`src/sars_consts.vh`:
```
// constants for the serial readout of the sampling converter
`ifndef SARS_CONSTS_VH
`define SARS_CONSTS_VH
`define SARS_RES_BITS        16
`define SARS_CNT_W           6
`define SARS_START_EDGE      6'h05
`define SARS_MSB_FIRST_LAST  6'h15
`define SARS_LSB_FIRST_LAST  6'h25
`define SARS_BUF_DEPTH       2
`define SARS_CLK_PERIOD_NS   50
`define SARS_SCLK_MIN_NS     200
`define SARS_SCLK_MIN_CYC    ((`SARS_SCLK_MIN_NS + `SARS_CLK_PERIOD_NS - 1) / `SARS_CLK_PERIOD_NS)
`endif

```
`src/sars_readout.v`:
```
// serial readout and sequencing of a 16-bit sampling converter
`timescale 1ns/1ns
`default_nettype none
`include "sars_consts.vh"
// How it works
// - output bits change on serial clock falls
// - select fall starts conversion and transfer
// - first four clock periods acquire input
// - fifth fall enables driver, low start
// - sixteen result bits follow, msb first
// - more clocks resend result, lsb first
// - after msb repeated, output goes high-z
// - later clock edges change nothing
// - only select high then low restarts
// - straight binary code, reference over 65536
// - difference captured once at hold entry
// - select low selects, high shuts down
// - frame bits belong to current conversion
module sars_readout #(
    parameter RES_BITS = `SARS_RES_BITS   // result width
) (
    input  wire                clk,                 // 20 MHz system clock
    input  wire                rst_n,               // sync reset, active low
    input  wire                select_shutdown_n,   // select pin, active low
    input  wire                serial_clock,        // host data clock pin
    input  wire [RES_BITS-1:0] sample_code,         // quantiser code in
    output reg                 dout_o,              // serial data out
    output reg                 dout_oe,             // driver enable, high drives
    output reg                 hold_o,              // pulse: capture input now
    output reg                 active_o,            // analog section powered
    output reg                 word_valid,          // result word available
    input  wire                word_ready,          // local consumer takes word
    output reg  [RES_BITS-1:0] word_data,           // result word
    output reg                 word_drop            // pulse: buffer was full
);
    localparam ST_IDLE = 4'b0001;
    localparam ST_ACQ  = 4'b0010;
    localparam ST_SEND = 4'b0100;
    localparam ST_DONE = 4'b1000;

    reg  [1:0]                 cs_sync_reg;
    reg  [1:0]                 sck_sync_reg;
    reg                        cs_n_reg;
    reg                        sck_reg;
    reg  [3:0]                 state_reg;
    reg  [3:0]                 state_next;
    reg  [`SARS_CNT_W-1:0]     fall_cnt_reg;
    reg  [RES_BITS-1:0]        code_reg;
    reg                        push_reg;
    wire                       cs_n;
    wire                       sck;
    wire                       cs_fall;
    wire                       sck_fall;
    wire                       buf_in_ready;
    wire                       buf_out_valid;
    wire [RES_BITS-1:0]        buf_out_data;

    // stage 0 feeds only stage 1; edges come from the second stage
    always @(posedge clk) begin
        if (!rst_n) begin
            cs_sync_reg  <= 2'h3;
            sck_sync_reg <= 2'h0;
            cs_n_reg     <= 1'b1;
            sck_reg      <= 1'b0;
        end else begin
            cs_sync_reg  <= {cs_sync_reg[0], select_shutdown_n};
            sck_sync_reg <= {sck_sync_reg[0], serial_clock};
            cs_n_reg     <= cs_sync_reg[1];
            sck_reg      <= sck_sync_reg[1];
        end
    end

    assign cs_n     = cs_sync_reg[1];
    assign sck      = sck_sync_reg[1];
    assign cs_fall  = cs_n_reg && !cs_n;
    assign sck_fall = sck_reg && !sck && !cs_n;

    // bit index within either half of the frame; c counts falls seen
    // so far, so the fall being served is c + 1
    function [3:0] bit_idx;
        input [`SARS_CNT_W-1:0] c;
        reg   [`SARS_CNT_W-1:0] f;
        reg   [`SARS_CNT_W-1:0] d;
        begin
            f = c + 6'h01;
            d = 6'h00;
            if (f > `SARS_MSB_FIRST_LAST) begin
                // lsb already on the line, so the reversed copy starts at bit 1
                d = f - `SARS_MSB_FIRST_LAST;
                bit_idx = d[3:0];
            end else begin
                d = `SARS_MSB_FIRST_LAST - f;
                bit_idx = d[3:0];
            end
        end
    endfunction

    always @* begin
        state_next = state_reg;
        case (state_reg)
            ST_IDLE: begin
                if (cs_fall)
                    state_next = ST_ACQ;
            end
            ST_ACQ: begin
                if (sck_fall && fall_cnt_reg == `SARS_START_EDGE - 6'h01)
                    state_next = ST_SEND;
            end
            ST_SEND: begin
                if (sck_fall &&
                    fall_cnt_reg == `SARS_LSB_FIRST_LAST - 6'h01)
                    state_next = ST_DONE;
            end
            ST_DONE: begin
                state_next = ST_DONE;
            end
            default: begin
                state_next = ST_IDLE;
            end
        endcase
        // deselect aborts any frame; short cycling allowed
        if (cs_n)
            state_next = ST_IDLE;
        else if (cs_fall)
            state_next = ST_ACQ;
    end

    always @(posedge clk) begin
        if (!rst_n) begin
            state_reg    <= ST_IDLE;
            fall_cnt_reg <= 6'h00;
            code_reg     <= {RES_BITS{1'b0}};
            push_reg     <= 1'b0;
            dout_o       <= 1'b0;
            dout_oe      <= 1'b0;
            hold_o       <= 1'b0;
            active_o     <= 1'b0;
            word_drop    <= 1'b0;
        end else begin
            state_reg <= state_next;
            hold_o    <= 1'b0;
            push_reg  <= 1'b0;
            word_drop <= 1'b0;
            active_o  <= !cs_n;
            if (state_next == ST_IDLE) begin
                fall_cnt_reg <= 6'h00;
                dout_oe      <= 1'b0;
                dout_o       <= 1'b0;
            end else if (cs_fall) begin
                fall_cnt_reg <= 6'h00;
                dout_oe      <= 1'b0;
            end else if (sck_fall && state_reg != ST_DONE) begin
                fall_cnt_reg <= fall_cnt_reg + 6'h01;
                if (fall_cnt_reg == `SARS_START_EDGE - 6'h02) begin
                    // last sampling fall: freeze the differential input
                    hold_o   <= 1'b1;
                    code_reg <= sample_code;
                end
                if (fall_cnt_reg == `SARS_START_EDGE - 6'h01) begin
                    dout_oe <= 1'b1;
                    dout_o  <= 1'b0;
                end else if (state_reg == ST_SEND) begin
                    if (fall_cnt_reg == `SARS_LSB_FIRST_LAST - 6'h01) begin
                        dout_oe <= 1'b0;
                        dout_o  <= 1'b0;
                    end else begin
                        // live code of this frame, no pipeline
                        dout_o <= code_reg[bit_idx(fall_cnt_reg)];
                    end
                    if (fall_cnt_reg == `SARS_MSB_FIRST_LAST - 6'h01) begin
                        push_reg  <= buf_in_ready;
                        word_drop <= !buf_in_ready;
                    end
                end
            end
        end
    end

    sars_buf #(
        .WIDTH (RES_BITS),
        .DEPTH (`SARS_BUF_DEPTH)
    ) u_buf (
        .clk       (clk),
        .rst_n     (rst_n),
        .in_valid  (push_reg),
        .in_ready  (buf_in_ready),
        .in_data   (code_reg),
        .out_valid (buf_out_valid),
        .out_ready (word_ready && word_valid),
        .out_data  (buf_out_data)
    );

    // registered view of the buffer head; refreshed after each pop
    always @(posedge clk) begin
        if (!rst_n) begin
            word_valid <= 1'b0;
            word_data  <= {RES_BITS{1'b0}};
        end else if (word_valid && word_ready) begin
            word_valid <= 1'b0;
        end else begin
            word_valid <= buf_out_valid;
            word_data  <= buf_out_data;
        end
    end
endmodule
`default_nettype wire

```
`src/sars_buf.v`:
```
// two-entry valid/ready buffer for conversion results
`timescale 1ns/1ns
`default_nettype none
module sars_buf #(
    parameter WIDTH = 16,                 // word width
    parameter DEPTH = 2                   // entries
) (
    input  wire             clk,          // system clock
    input  wire             rst_n,        // sync reset, active low
    input  wire             in_valid,     // word offered
    output wire             in_ready,     // space available
    input  wire [WIDTH-1:0] in_data,      // word in
    output wire             out_valid,    // word held
    input  wire             out_ready,    // consumer takes word
    output wire [WIDTH-1:0] out_data      // oldest word
);
    reg [WIDTH-1:0] mem_reg [0:DEPTH-1];
    reg [1:0]       wr_reg;
    reg [1:0]       rd_reg;
    reg [2:0]       cnt_reg;
    wire            push;
    wire            pop;
    assign in_ready  = (cnt_reg != DEPTH);
    assign out_valid = (cnt_reg != 3'h0);
    assign push      = in_valid && in_ready;
    assign pop       = out_valid && out_ready;
    assign out_data  = mem_reg[rd_reg[0]];

    function [1:0] bump;
        input [1:0] p;
        begin
            bump = (p == DEPTH - 1) ? 2'h0 : p + 2'h1;
        end
    endfunction

    always @(posedge clk) begin
        if (!rst_n) begin
            wr_reg  <= 2'h0;
            rd_reg  <= 2'h0;
            cnt_reg <= 3'h0;
        end else begin
            if (push) begin
                mem_reg[wr_reg[0]] <= in_data;
                wr_reg <= bump(wr_reg);
            end
            if (pop)
                rd_reg <= bump(rd_reg);
            if (push && !pop)
                cnt_reg <= cnt_reg + 3'h1;
            else if (pop && !push)
                cnt_reg <= cnt_reg - 3'h1;
        end
    end
endmodule
`default_nettype wire

```
`config.mk`:
```
export PLATFORM = sky130hd
export DESIGN_NAME = sars_readout
export DESIGN_NICKNAME = d
export VERILOG_FILES = /design/src/sars_readout.v /design/src/sars_buf.v
export VERILOG_INCLUDE_DIRS = /design/src
export SDC_FILE = /design/constraint.sdc
export NUM_CORES = 1
export LEC_CHECK = 0
export BUFFER_PORTS_ARGS = -buffer_cell sky130_fd_sc_hd__buf_2
export CORE_MARGIN = 2
export CORE_UTILIZATION = 45
export DETAILED_ROUTE_END_ITERATION = 7
export PLACE_DENSITY_LB_ADDON = 0.3
export SETUP_SLACK_MARGIN = 0.02
export SYNTH_ARGS = -nofsm -noshare
export SYNTH_HDL_FRONTEND = slang
export SYNTH_SLANG_ARGS = --single-unit
```
`constraint.sdc`:
```
create_clock -name clk -period 2.3 [get_ports clk]
set_input_delay 0.23 -clock clk [delete_from_list [all_inputs] [get_ports clk]]
set_output_delay 0.23 -clock clk [all_outputs]
set_load 0.02 [all_outputs]
```
==> reports/summary.md, run 1 <==
• **run status** complete, no violations
• **net count of the mapped netlist** 365
• **data arrival time of the critical path** 2.52 ns
• **Placement Cell Area** 0.004373 mm²
• **share of power burned in combinational logic** 0.024
• **synthesis warning total** 0
• **final-report setup violation count** 0
• **Multi-input gate area** 0.001774 mm²
• **Chip Width** 97.45 µm
• **number of hold violations in the final report** 0
• **starting density of the core** 0.4573
• **timing-limited maximum frequency** 440.8 MHz
• **height of the die** 97.45 µm
• **Internal Pwr Total** 2243 µW
• **path type of the worst setup path** reg -> reg
• **max capacitance violation total** 0
• **number of violations reported at the end of detailed-routing iteration 0** 82
• **reg2reg path depth** 8
• **gr ovfl total** 0
• **wire length of the first global-routing pass** 12.16 mm
• **CTS buffer count** 9
• **maximum number of pins on one net before global-route repair** 46
• **Design Power** 2909 µW
• **cts-stage hold buffer count** 0
• **source-to-sink clock delay at the later pin of the worst-skew pair** 0.37 ns
• **flip-flop count of the largest register after layout** 32
• **hold depth** 2
• **count of unique library cells instantiated by Yosys** 55
• **Crit Reg-Reg Endpoint** dout_o
• **Post-Synth Simple-Gate Area** 0.1461
• **Top-Level Pins** 43
• **startpoint of the lowest-slack register-to-register path** fall_cnt_reg[0]
• **Seq cells post-synth** 92
• **ANT nets after route** 0
• **Mapped Cells** 336
• **Max Fanout on Critical Path** 4
• **sequential standard cell area** 0.002171 mm²
• **cell area after synthesis** 0.003930 mm²
• **relative contribution of sequential cells to total power** 0.581
• **static leakage** 0.002070 µW
• **path class of the lowest-slack min-delay path** in -> reg
• **core footprint** 0.008593 mm²
• **clock network fraction of design power** 0.395
• **headroom to the max-slew limit** 0.7321
• **count of pins over their slew limit** 0
• **net count reported at finish** 422
• **routed via count** 2564
• **Tmin final** 2.269 ns
• **post-synthesis to final-layout area growth** 19.96%
• **pwr dens** 617.0 mW/mm²
• **slew at the pin closest to its max-slew limit** 0.4019 ns
• **detailed-route vias per instance** 5.067
• **proportion of layout cells with a drive suffix above 1** 0.2965
• **Max rail drop VDD** 333.4 µV
• **setup repair after global routing missed its margin** yes
• **count of flip-flops with a built-in enable after synthesis** 32
• **proportion of synthesized chip area in sequential cells** 0.5501
• **clock transition at the registers of the reported paths** 0.09 ns
• **Adder-Cell Fraction of Synth Area** 0.02738
• **initial antenna violation count** 0
• **category of the worst setup path launch point** flip-flop
• **main flop type after synthesis** sky130_fd_sc_hd__dfxtp_1
• **final worst clock skew** 0.01301 ns
• **Site Rows** 34
• **Residual DRC** 0
• **switch share** 0.2291
• **DP Wirelength** 5.145 mm
• **portion of the clock cycle consumed by the worst path in the final layout** 0.9864
• **number of I/O port buffers** 42
• **xor/xnor share of the synthesized area** 0.03725
• **hold endpoint** cs_sync_reg[0]
• **main combinational cell family by area after synthesis** simple AND/OR/NAND/NOR gates
• **compound-cell area share of the yosys netlist** 0.08819
• **H-tree levels** 3
• **all-layer global routing usage** 0.1605
• **global placer's final weighted congestion** 0.8764
• **multiplexer share of the synthesized area** 0.1210
• **number of antenna cells inserted** 0
• **maximum clock insertion buffer count** 2
• **via count of the first global-routing pass** 2472
• **WL final** 7.270 mm
• **Finished Cell Area** 0.004715 mm²
• **average cell area after synthesis** 11.70 µm²
• **routed len/inst** 14.37 µm
• **minimum setup slack after placement** -0.04838 ns
• **Synth async-reset ratio** 0
• **first drt pass iteration count** 4
• **# clock sinks** 92
• **crit path capture type** flip-flop
• **setup slack of the most critical reg-to-reg path** 0.03 ns
• **CTS root buffer** sky130_fd_sc_hd__clkbuf_8
• **Total Die Area** 0.009497 mm²
• **fill cell total of the finished layout** 752
• **clock tree from TritonCTS** yes
• **Worst Slack Setup Final** 0.03121 ns
• **origin of the worst min-delay path** select_shutdown_n
• **switching component of the power** 666.3 µW
• **Data required, critical path** 2.55 ns
[layout by cell type (no fill, tap or decap), types with 4 or more instances in the layout]
cell type / count
sky130_fd_sc_hd__inv_6: 4
sky130_fd_sc_hd__nor2_1: 14
sky130_fd_sc_hd__dfxtp_1: 55
sky130_fd_sc_hd__nand2_1: 29
sky130_fd_sc_hd__nor3_1: 6
sky130_fd_sc_hd__buf_4: 21
sky130_fd_sc_hd__a21oi_1: 8
sky130_fd_sc_hd__xor2_1: 5
sky130_fd_sc_hd__inv_1: 7
sky130_fd_sc_hd__dfxtp_2: 4
sky130_fd_sc_hd__ha_1: 4
sky130_fd_sc_hd__xnor2_1: 6
sky130_fd_sc_hd__o21ai_0: 7
sky130_fd_sc_hd__and2_1: 7
sky130_fd_sc_hd__and3_1: 4
sky130_fd_sc_hd__clkbuf_8: 9
sky130_fd_sc_hd__o211a_1: 16
sky130_fd_sc_hd__mux2i_1: 36
sky130_fd_sc_hd__buf_2: 42
sky130_fd_sc_hd__nor2b_1: 18
sky130_fd_sc_hd__edfxtp_1: 32
[power groups by stage]
stage	clock (µW)	sequential [µW]	combinational, µW
after floorplan	0	1740	24.6
after global placement	0	1730	69.7
after detailed placement	0	1730	70.0
after CTS	1180	1690	70.2
after global routing	1250	1690	75.0
final	1150	1690	69.4
[cells in the mapped netlist (2+ instances only)]
library cell                n  area, µm²
sky130_fd_sc_hd__nor3_1     6      30.03
sky130_fd_sc_hd__o211a_1   16      160.2
sky130_fd_sc_hd__nand2_1   30      112.6
sky130_fd_sc_hd__nand3_1    3      15.01
sky130_fd_sc_hd__nor2b_1   18      112.6
sky130_fd_sc_hd__xnor2_1    8      70.07
sky130_fd_sc_hd__or2_2      2      12.51
sky130_fd_sc_hd__clkbuf_1  12      45.04
sky130_fd_sc_hd__nand2b_1   3      18.77
sky130_fd_sc_hd__dfxtp_1   60       1201
sky130_fd_sc_hd__mux2i_1   37      370.4
sky130_fd_sc_hd__or3_1      3      18.77
sky130_fd_sc_hd__nor2_1    14      52.55
sky130_fd_sc_hd__buf_2      4      20.02
sky130_fd_sc_hd__inv_1      8      30.03
sky130_fd_sc_hd__ha_1       7      87.58
sky130_fd_sc_hd__and3_1     4      25.02
sky130_fd_sc_hd__mux2_2     4      45.04
sky130_fd_sc_hd__edfxtp_1  32      960.9
sky130_fd_sc_hd__o21ai_0    7      35.03
sky130_fd_sc_hd__nand4_1    2      12.51
sky130_fd_sc_hd__nor4b_1    2      17.52
sky130_fd_sc_hd__a21oi_1    9      45.04
sky130_fd_sc_hd__nor4_1     2      12.51
sky130_fd_sc_hd__o21ai_1    3      15.01
sky130_fd_sc_hd__and2_1     7      43.79
sky130_fd_sc_hd__xor2_1     5      43.79
[critical path: stages, from the launching register on]
cell                       delay, ns
sky130_fd_sc_hd__dfxtp_4        0.39
sky130_fd_sc_hd__buf_6          0.13
sky130_fd_sc_hd__and4_4         0.22
sky130_fd_sc_hd__o22ai_4        0.08
sky130_fd_sc_hd__a32oi_2        0.25
sky130_fd_sc_hd__xor2_2         0.29
sky130_fd_sc_hd__mux4_2         0.57
sky130_fd_sc_hd__o221ai_2       0.14
sky130_fd_sc_hd__o21ai_1        0.09
[layout make-up]
class,count,area share
clock buffers,9,0.02627
well taps,108,0.02866
repair buffers,65,0.08280
multi-input cells,217,0.3763
flip-flops and latches,92,0.4605
clock inverters,7,0.01911
inverters,8,0.006369
[worst max-delay path by stage]
stage / endpoint / start / slack (ns)
2_1_floorplan: dout_o / fall_cnt_reg[0] / 0.03
3_3_place_gp: dout_o / fall_cnt_reg[2] / 0.03
3_5_place_dp: dout_o / fall_cnt_reg[0] / -0.05
4_1_cts: dout_o / fall_cnt_reg[0] / 0.02
5_1_grt: dout_o / fall_cnt_reg[0] / -0.06
6_report: dout_o / fall_cnt_reg[0] / 0.03
[cells by family after synthesis]
| family | count (synthesis) |
|---|---|
| buf+inv | 27 |
| xor+xnor | 15 |
| simple gates | 106 |
| fa+ha+maj | 8 |
| compound gates | 44 |
| flops | 92 |
| mux | 44 |
[layer usage]
metal | up-vias | part of all wire | global-route usage
met2 | 36 | 0.49 | 0.2637
met5 | - | 0 | 0
met3 | 9 | 0.030 | 0.03525
met1 | 1205 | 0.47 | 0.2058
met4 | 0 | 0.014 | 0.06624
li1 | 1314 | - | -
[per-stage QoR]
step	util	hold slack (ns)	cells	TNS (ns)
6_report	0.5486	0.04234	506	0
5_1_grt	0.5486	0.04490	506	-0.05885
4_1_cts	0.5428	0.03232	504	0
3_5_place_dp	0.5089	0.3948	488	-0.04838
3_3_place_gp	0.5089	0.3910	488	0
2_1_floorplan	-	0.3315	336	0
[repair_timing]
action	4_1_cts	5_1_grt
endpoints found under the setup margin	2	2
gates resized for setup	19	7
pin swaps	4	4
setup buffers	0	2
Power figures use the tool's default switching activity.
==> run 2: changes to the inputs <==
--- a/config.mk
+++ b/config.mk
@@ -9,8 +9,9 @@
 export BUFFER_PORTS_ARGS = -buffer_cell sky130_fd_sc_hd__buf_2
 export CORE_MARGIN = 2
 export CORE_UTILIZATION = 45
+export CTS_CLUSTER_DIAMETER = 200
 export DETAILED_ROUTE_END_ITERATION = 7
-export PLACE_DENSITY_LB_ADDON = 0.3
+export PLACE_DENSITY_LB_ADDON = 0.15
 export SETUP_SLACK_MARGIN = 0.02
 export SYNTH_ARGS = -nofsm -noshare
 export SYNTH_HDL_FRONTEND = slang
==> run 2 against run 1 <==
Net effect:
- clock-buffer cell count did not move
- maximum frequency grew 2.4%
- critical path depth did not move
- setup slack improved by 0.052 ns
- non-clock buffer count grew 6
- final cell count up 1.2%
- wire length increased by 4.7%
- clock skew decreased by 0.0015 ns
- flip-flop and latch count stayed put
- core utilization is 0.50 points higher
- final area is 0.90% higher
- sequential share of layout area is 0.36 points lower
- critical path type unchanged
- critical endpoint unchanged
- largest power group unchanged
==> reports/summary.md, run 2 (synthesis results as in run 1) <==
• **setup repair after global routing missed its margin** yes
• **gr ovfl total** 0
• **timing-limited maximum frequency** 451.1 MHz
• **cell count after placement** 493
• **fill cell total of the finished layout** 777
• **Data required, critical path** 2.55 ns
• **portion of the clock cycle consumed by the worst path in the final layout** 0.9638
• **detailed-route vias per instance** 5.150
• **Site Rows** 34
• **path type of the worst setup path** reg -> reg
• **ANT nets after route** 0
• **slew at the pin closest to its max-slew limit** 0.4083 ns
• **starting density of the core** 0.4573
• **routed via count** 2637
• **data arrival time of the critical path** 2.47 ns
• **pwr dens** 611.5 mW/mm²
• **number of I/O port buffers** 42
• **final-report setup violation count** 0
• **global placer's final weighted congestion** 0.8768
• **cts-stage hold buffer count** 0
• **core footprint** 0.008593 mm²
• **number of antenna cells inserted** 0
• **share of the core filled with cells in the final layout** 0.5536
• **final worst clock skew** 0.01154 ns
• **# clock sinks** 92
• **crit path cell chain** buf_6, and4_4, o22ai_4, a32oi_2, xor2_2, mux4_2, o221ai_2, o21ai_1
• **net count reported at finish** 428
• **Max rail drop VDD** 272.6 µV
• **Total Die Area** 0.009497 mm²
• **max capacitance violation total** 0
• **WL final** 7.612 mm
• **number of buffer and inverter instances along the worst setup path** 1
• **via count of the first global-routing pass** 2519
• **non-filler cells, final** 512
• **headroom to the max-slew limit** 0.7278
• **clock transition at the registers of the reported paths** 0.10 ns
• **H-tree levels** 3
• **all-layer global routing usage** 0.1673
• **crit path capture type** flip-flop
• **family with the most delay on the worst path** compound AO/OA/AOI/OAI gates
• **most frequent cells in the layout** sky130_fd_sc_hd__dfxtp_1 (55), sky130_fd_sc_hd__buf_2 (42), sky130_fd_sc_hd__mux2i_1 (36)
• **source-to-sink clock delay at the later pin of the worst-skew pair** 0.36 ns
• **CTS root buffer** sky130_fd_sc_hd__clkbuf_8
• **path class of the lowest-slack min-delay path** in -> reg
• **Residual DRC** 0
• **leading cell type in the layout, fill and taps excluded** sky130_fd_sc_hd__dfxtp_1
• **initial antenna violation count** 0
• **wire length of the first global-routing pass** 12.59 mm
• **static leakage** 0.002096 µW
• **Top-Level Pins** 43
• **number of hold violations in the final report** 0
• **height of the die** 97.45 µm
• **count of pins over their slew limit** 0
• **setup slack of the most critical reg-to-reg path** 0.08 ns
• **clock tree from TritonCTS** yes
• **routed len/inst** 14.87 µm
• **category of the worst setup path launch point** flip-flop
• **proportion of layout cells with a drive suffix above 1** 0.3094
• **maximum number of pins on one net before global-route repair** 46
• **flip-flop count of the largest register after layout** 32
• **post-synthesis to final-layout area growth** 21.04%
• **Chip Width** 97.45 µm
• **first drt pass iteration count** 4
• **maximum clock insertion buffer count** 2
• **Tmin final** 2.217 ns
• **CTS buffer count** 9
• **run status** complete, no violations
• **Max Fanout on Critical Path** 4
• **DP Wirelength** 5.229 mm
• **number of violations reported at the end of detailed-routing iteration 0** 94
• **crit path max-delay cell type** sky130_fd_sc_hd__mux4_2
• **Max stage delay on crit path** 0.56 ns
-- run 2: cell types whose count changed in the layout (fill, tap and decap cells not counted), sizes merged --
cell and delta:
buf +6, clkinv +1, inv -1
-- run 2: where the power goes --
part	internal (µW)	switching, µW
clock network	531	621
registers	1680	7.55
logic	31.6	37.3
-- run 2: path summary, 6_finish.rpt --
path | start | to | cells past startpoint
worst min-delay path | select_shutdown_n | cs_sync_reg[0] | 2
worst min register to register | cs_sync_reg[0] | cs_sync_reg[1] | 1
worst max register to register | fall_cnt_reg[1] | dout_o | 8
worst max-delay path | fall_cnt_reg[1] | dout_o | 8
-- run 2: worst register-to-register path, cell delays in order (launching register included) --
cell and delay (ns):
sky130_fd_sc_hd__dfxtp_4 0.40, sky130_fd_sc_hd__buf_6 0.12, sky130_fd_sc_hd__and4_4 0.22, sky130_fd_sc_hd__o22ai_4 0.07
sky130_fd_sc_hd__a32oi_2 0.28, sky130_fd_sc_hd__xor2_2 0.25, sky130_fd_sc_hd__mux4_2 0.56, sky130_fd_sc_hd__o221ai_2 0.14
sky130_fd_sc_hd__o21ai_1 0.08
-- run 2: per-stage QoR --
stage | hold slack (ns) | setup TNS [ns] | cell area [µm²] | setup WS, ns | power, µW
after global placement | 0.3926 | 0 | 4410 | 0.03739 | 1798
after global routing | 0.02843 | -0.01921 | 4757 | -0.01921 | 3030
after detailed placement | 0.4047 | -0.02981 | 4410 | -0.02981 | 1800
after CTS | 0.02478 | 0 | 4669 | 0.02987 | 2955
final | 0.04099 | 0 | 4757 | 0.08330 | 2909
after floorplan | 0.3315 | 0 | 3958 | 0.02946 | 1765
-- run 2: per-layer routing --
layer / vias to the layer above / track usage / share of wire
met4: 0 / 0.05449 / 0.0095
met2: 38 / 0.2817 / 0.49
met5: - / 0 / 0
li1: 1325 / - / -
met1: 1268 / 0.2164 / 0.47
met3: 6 / 0.03453 / 0.030
-- run 2: final cells by class --
cell class              count  area, µm²  share of cell area
flip-flops and latches     92       2173              0.4569
clock inverters             7      92.59             0.01946
well taps                 108      135.1             0.02841
inverters                   8      30.03            0.006312
clock buffers               9      123.9             0.02604
multi-input cells         217       1767              0.3714
repair buffers             71      435.4             0.09153
-- run 2: repair_timing --
| action | CTS | global route |
|---|---|---|
| pin swaps | 3 | 7 |
| buffers inserted | 0 | 3 |
| hold endpoints to repair | 0 | 0 |
| resized for setup | 11 | 16 |
| setup endpoints to repair | 1 | 2 |
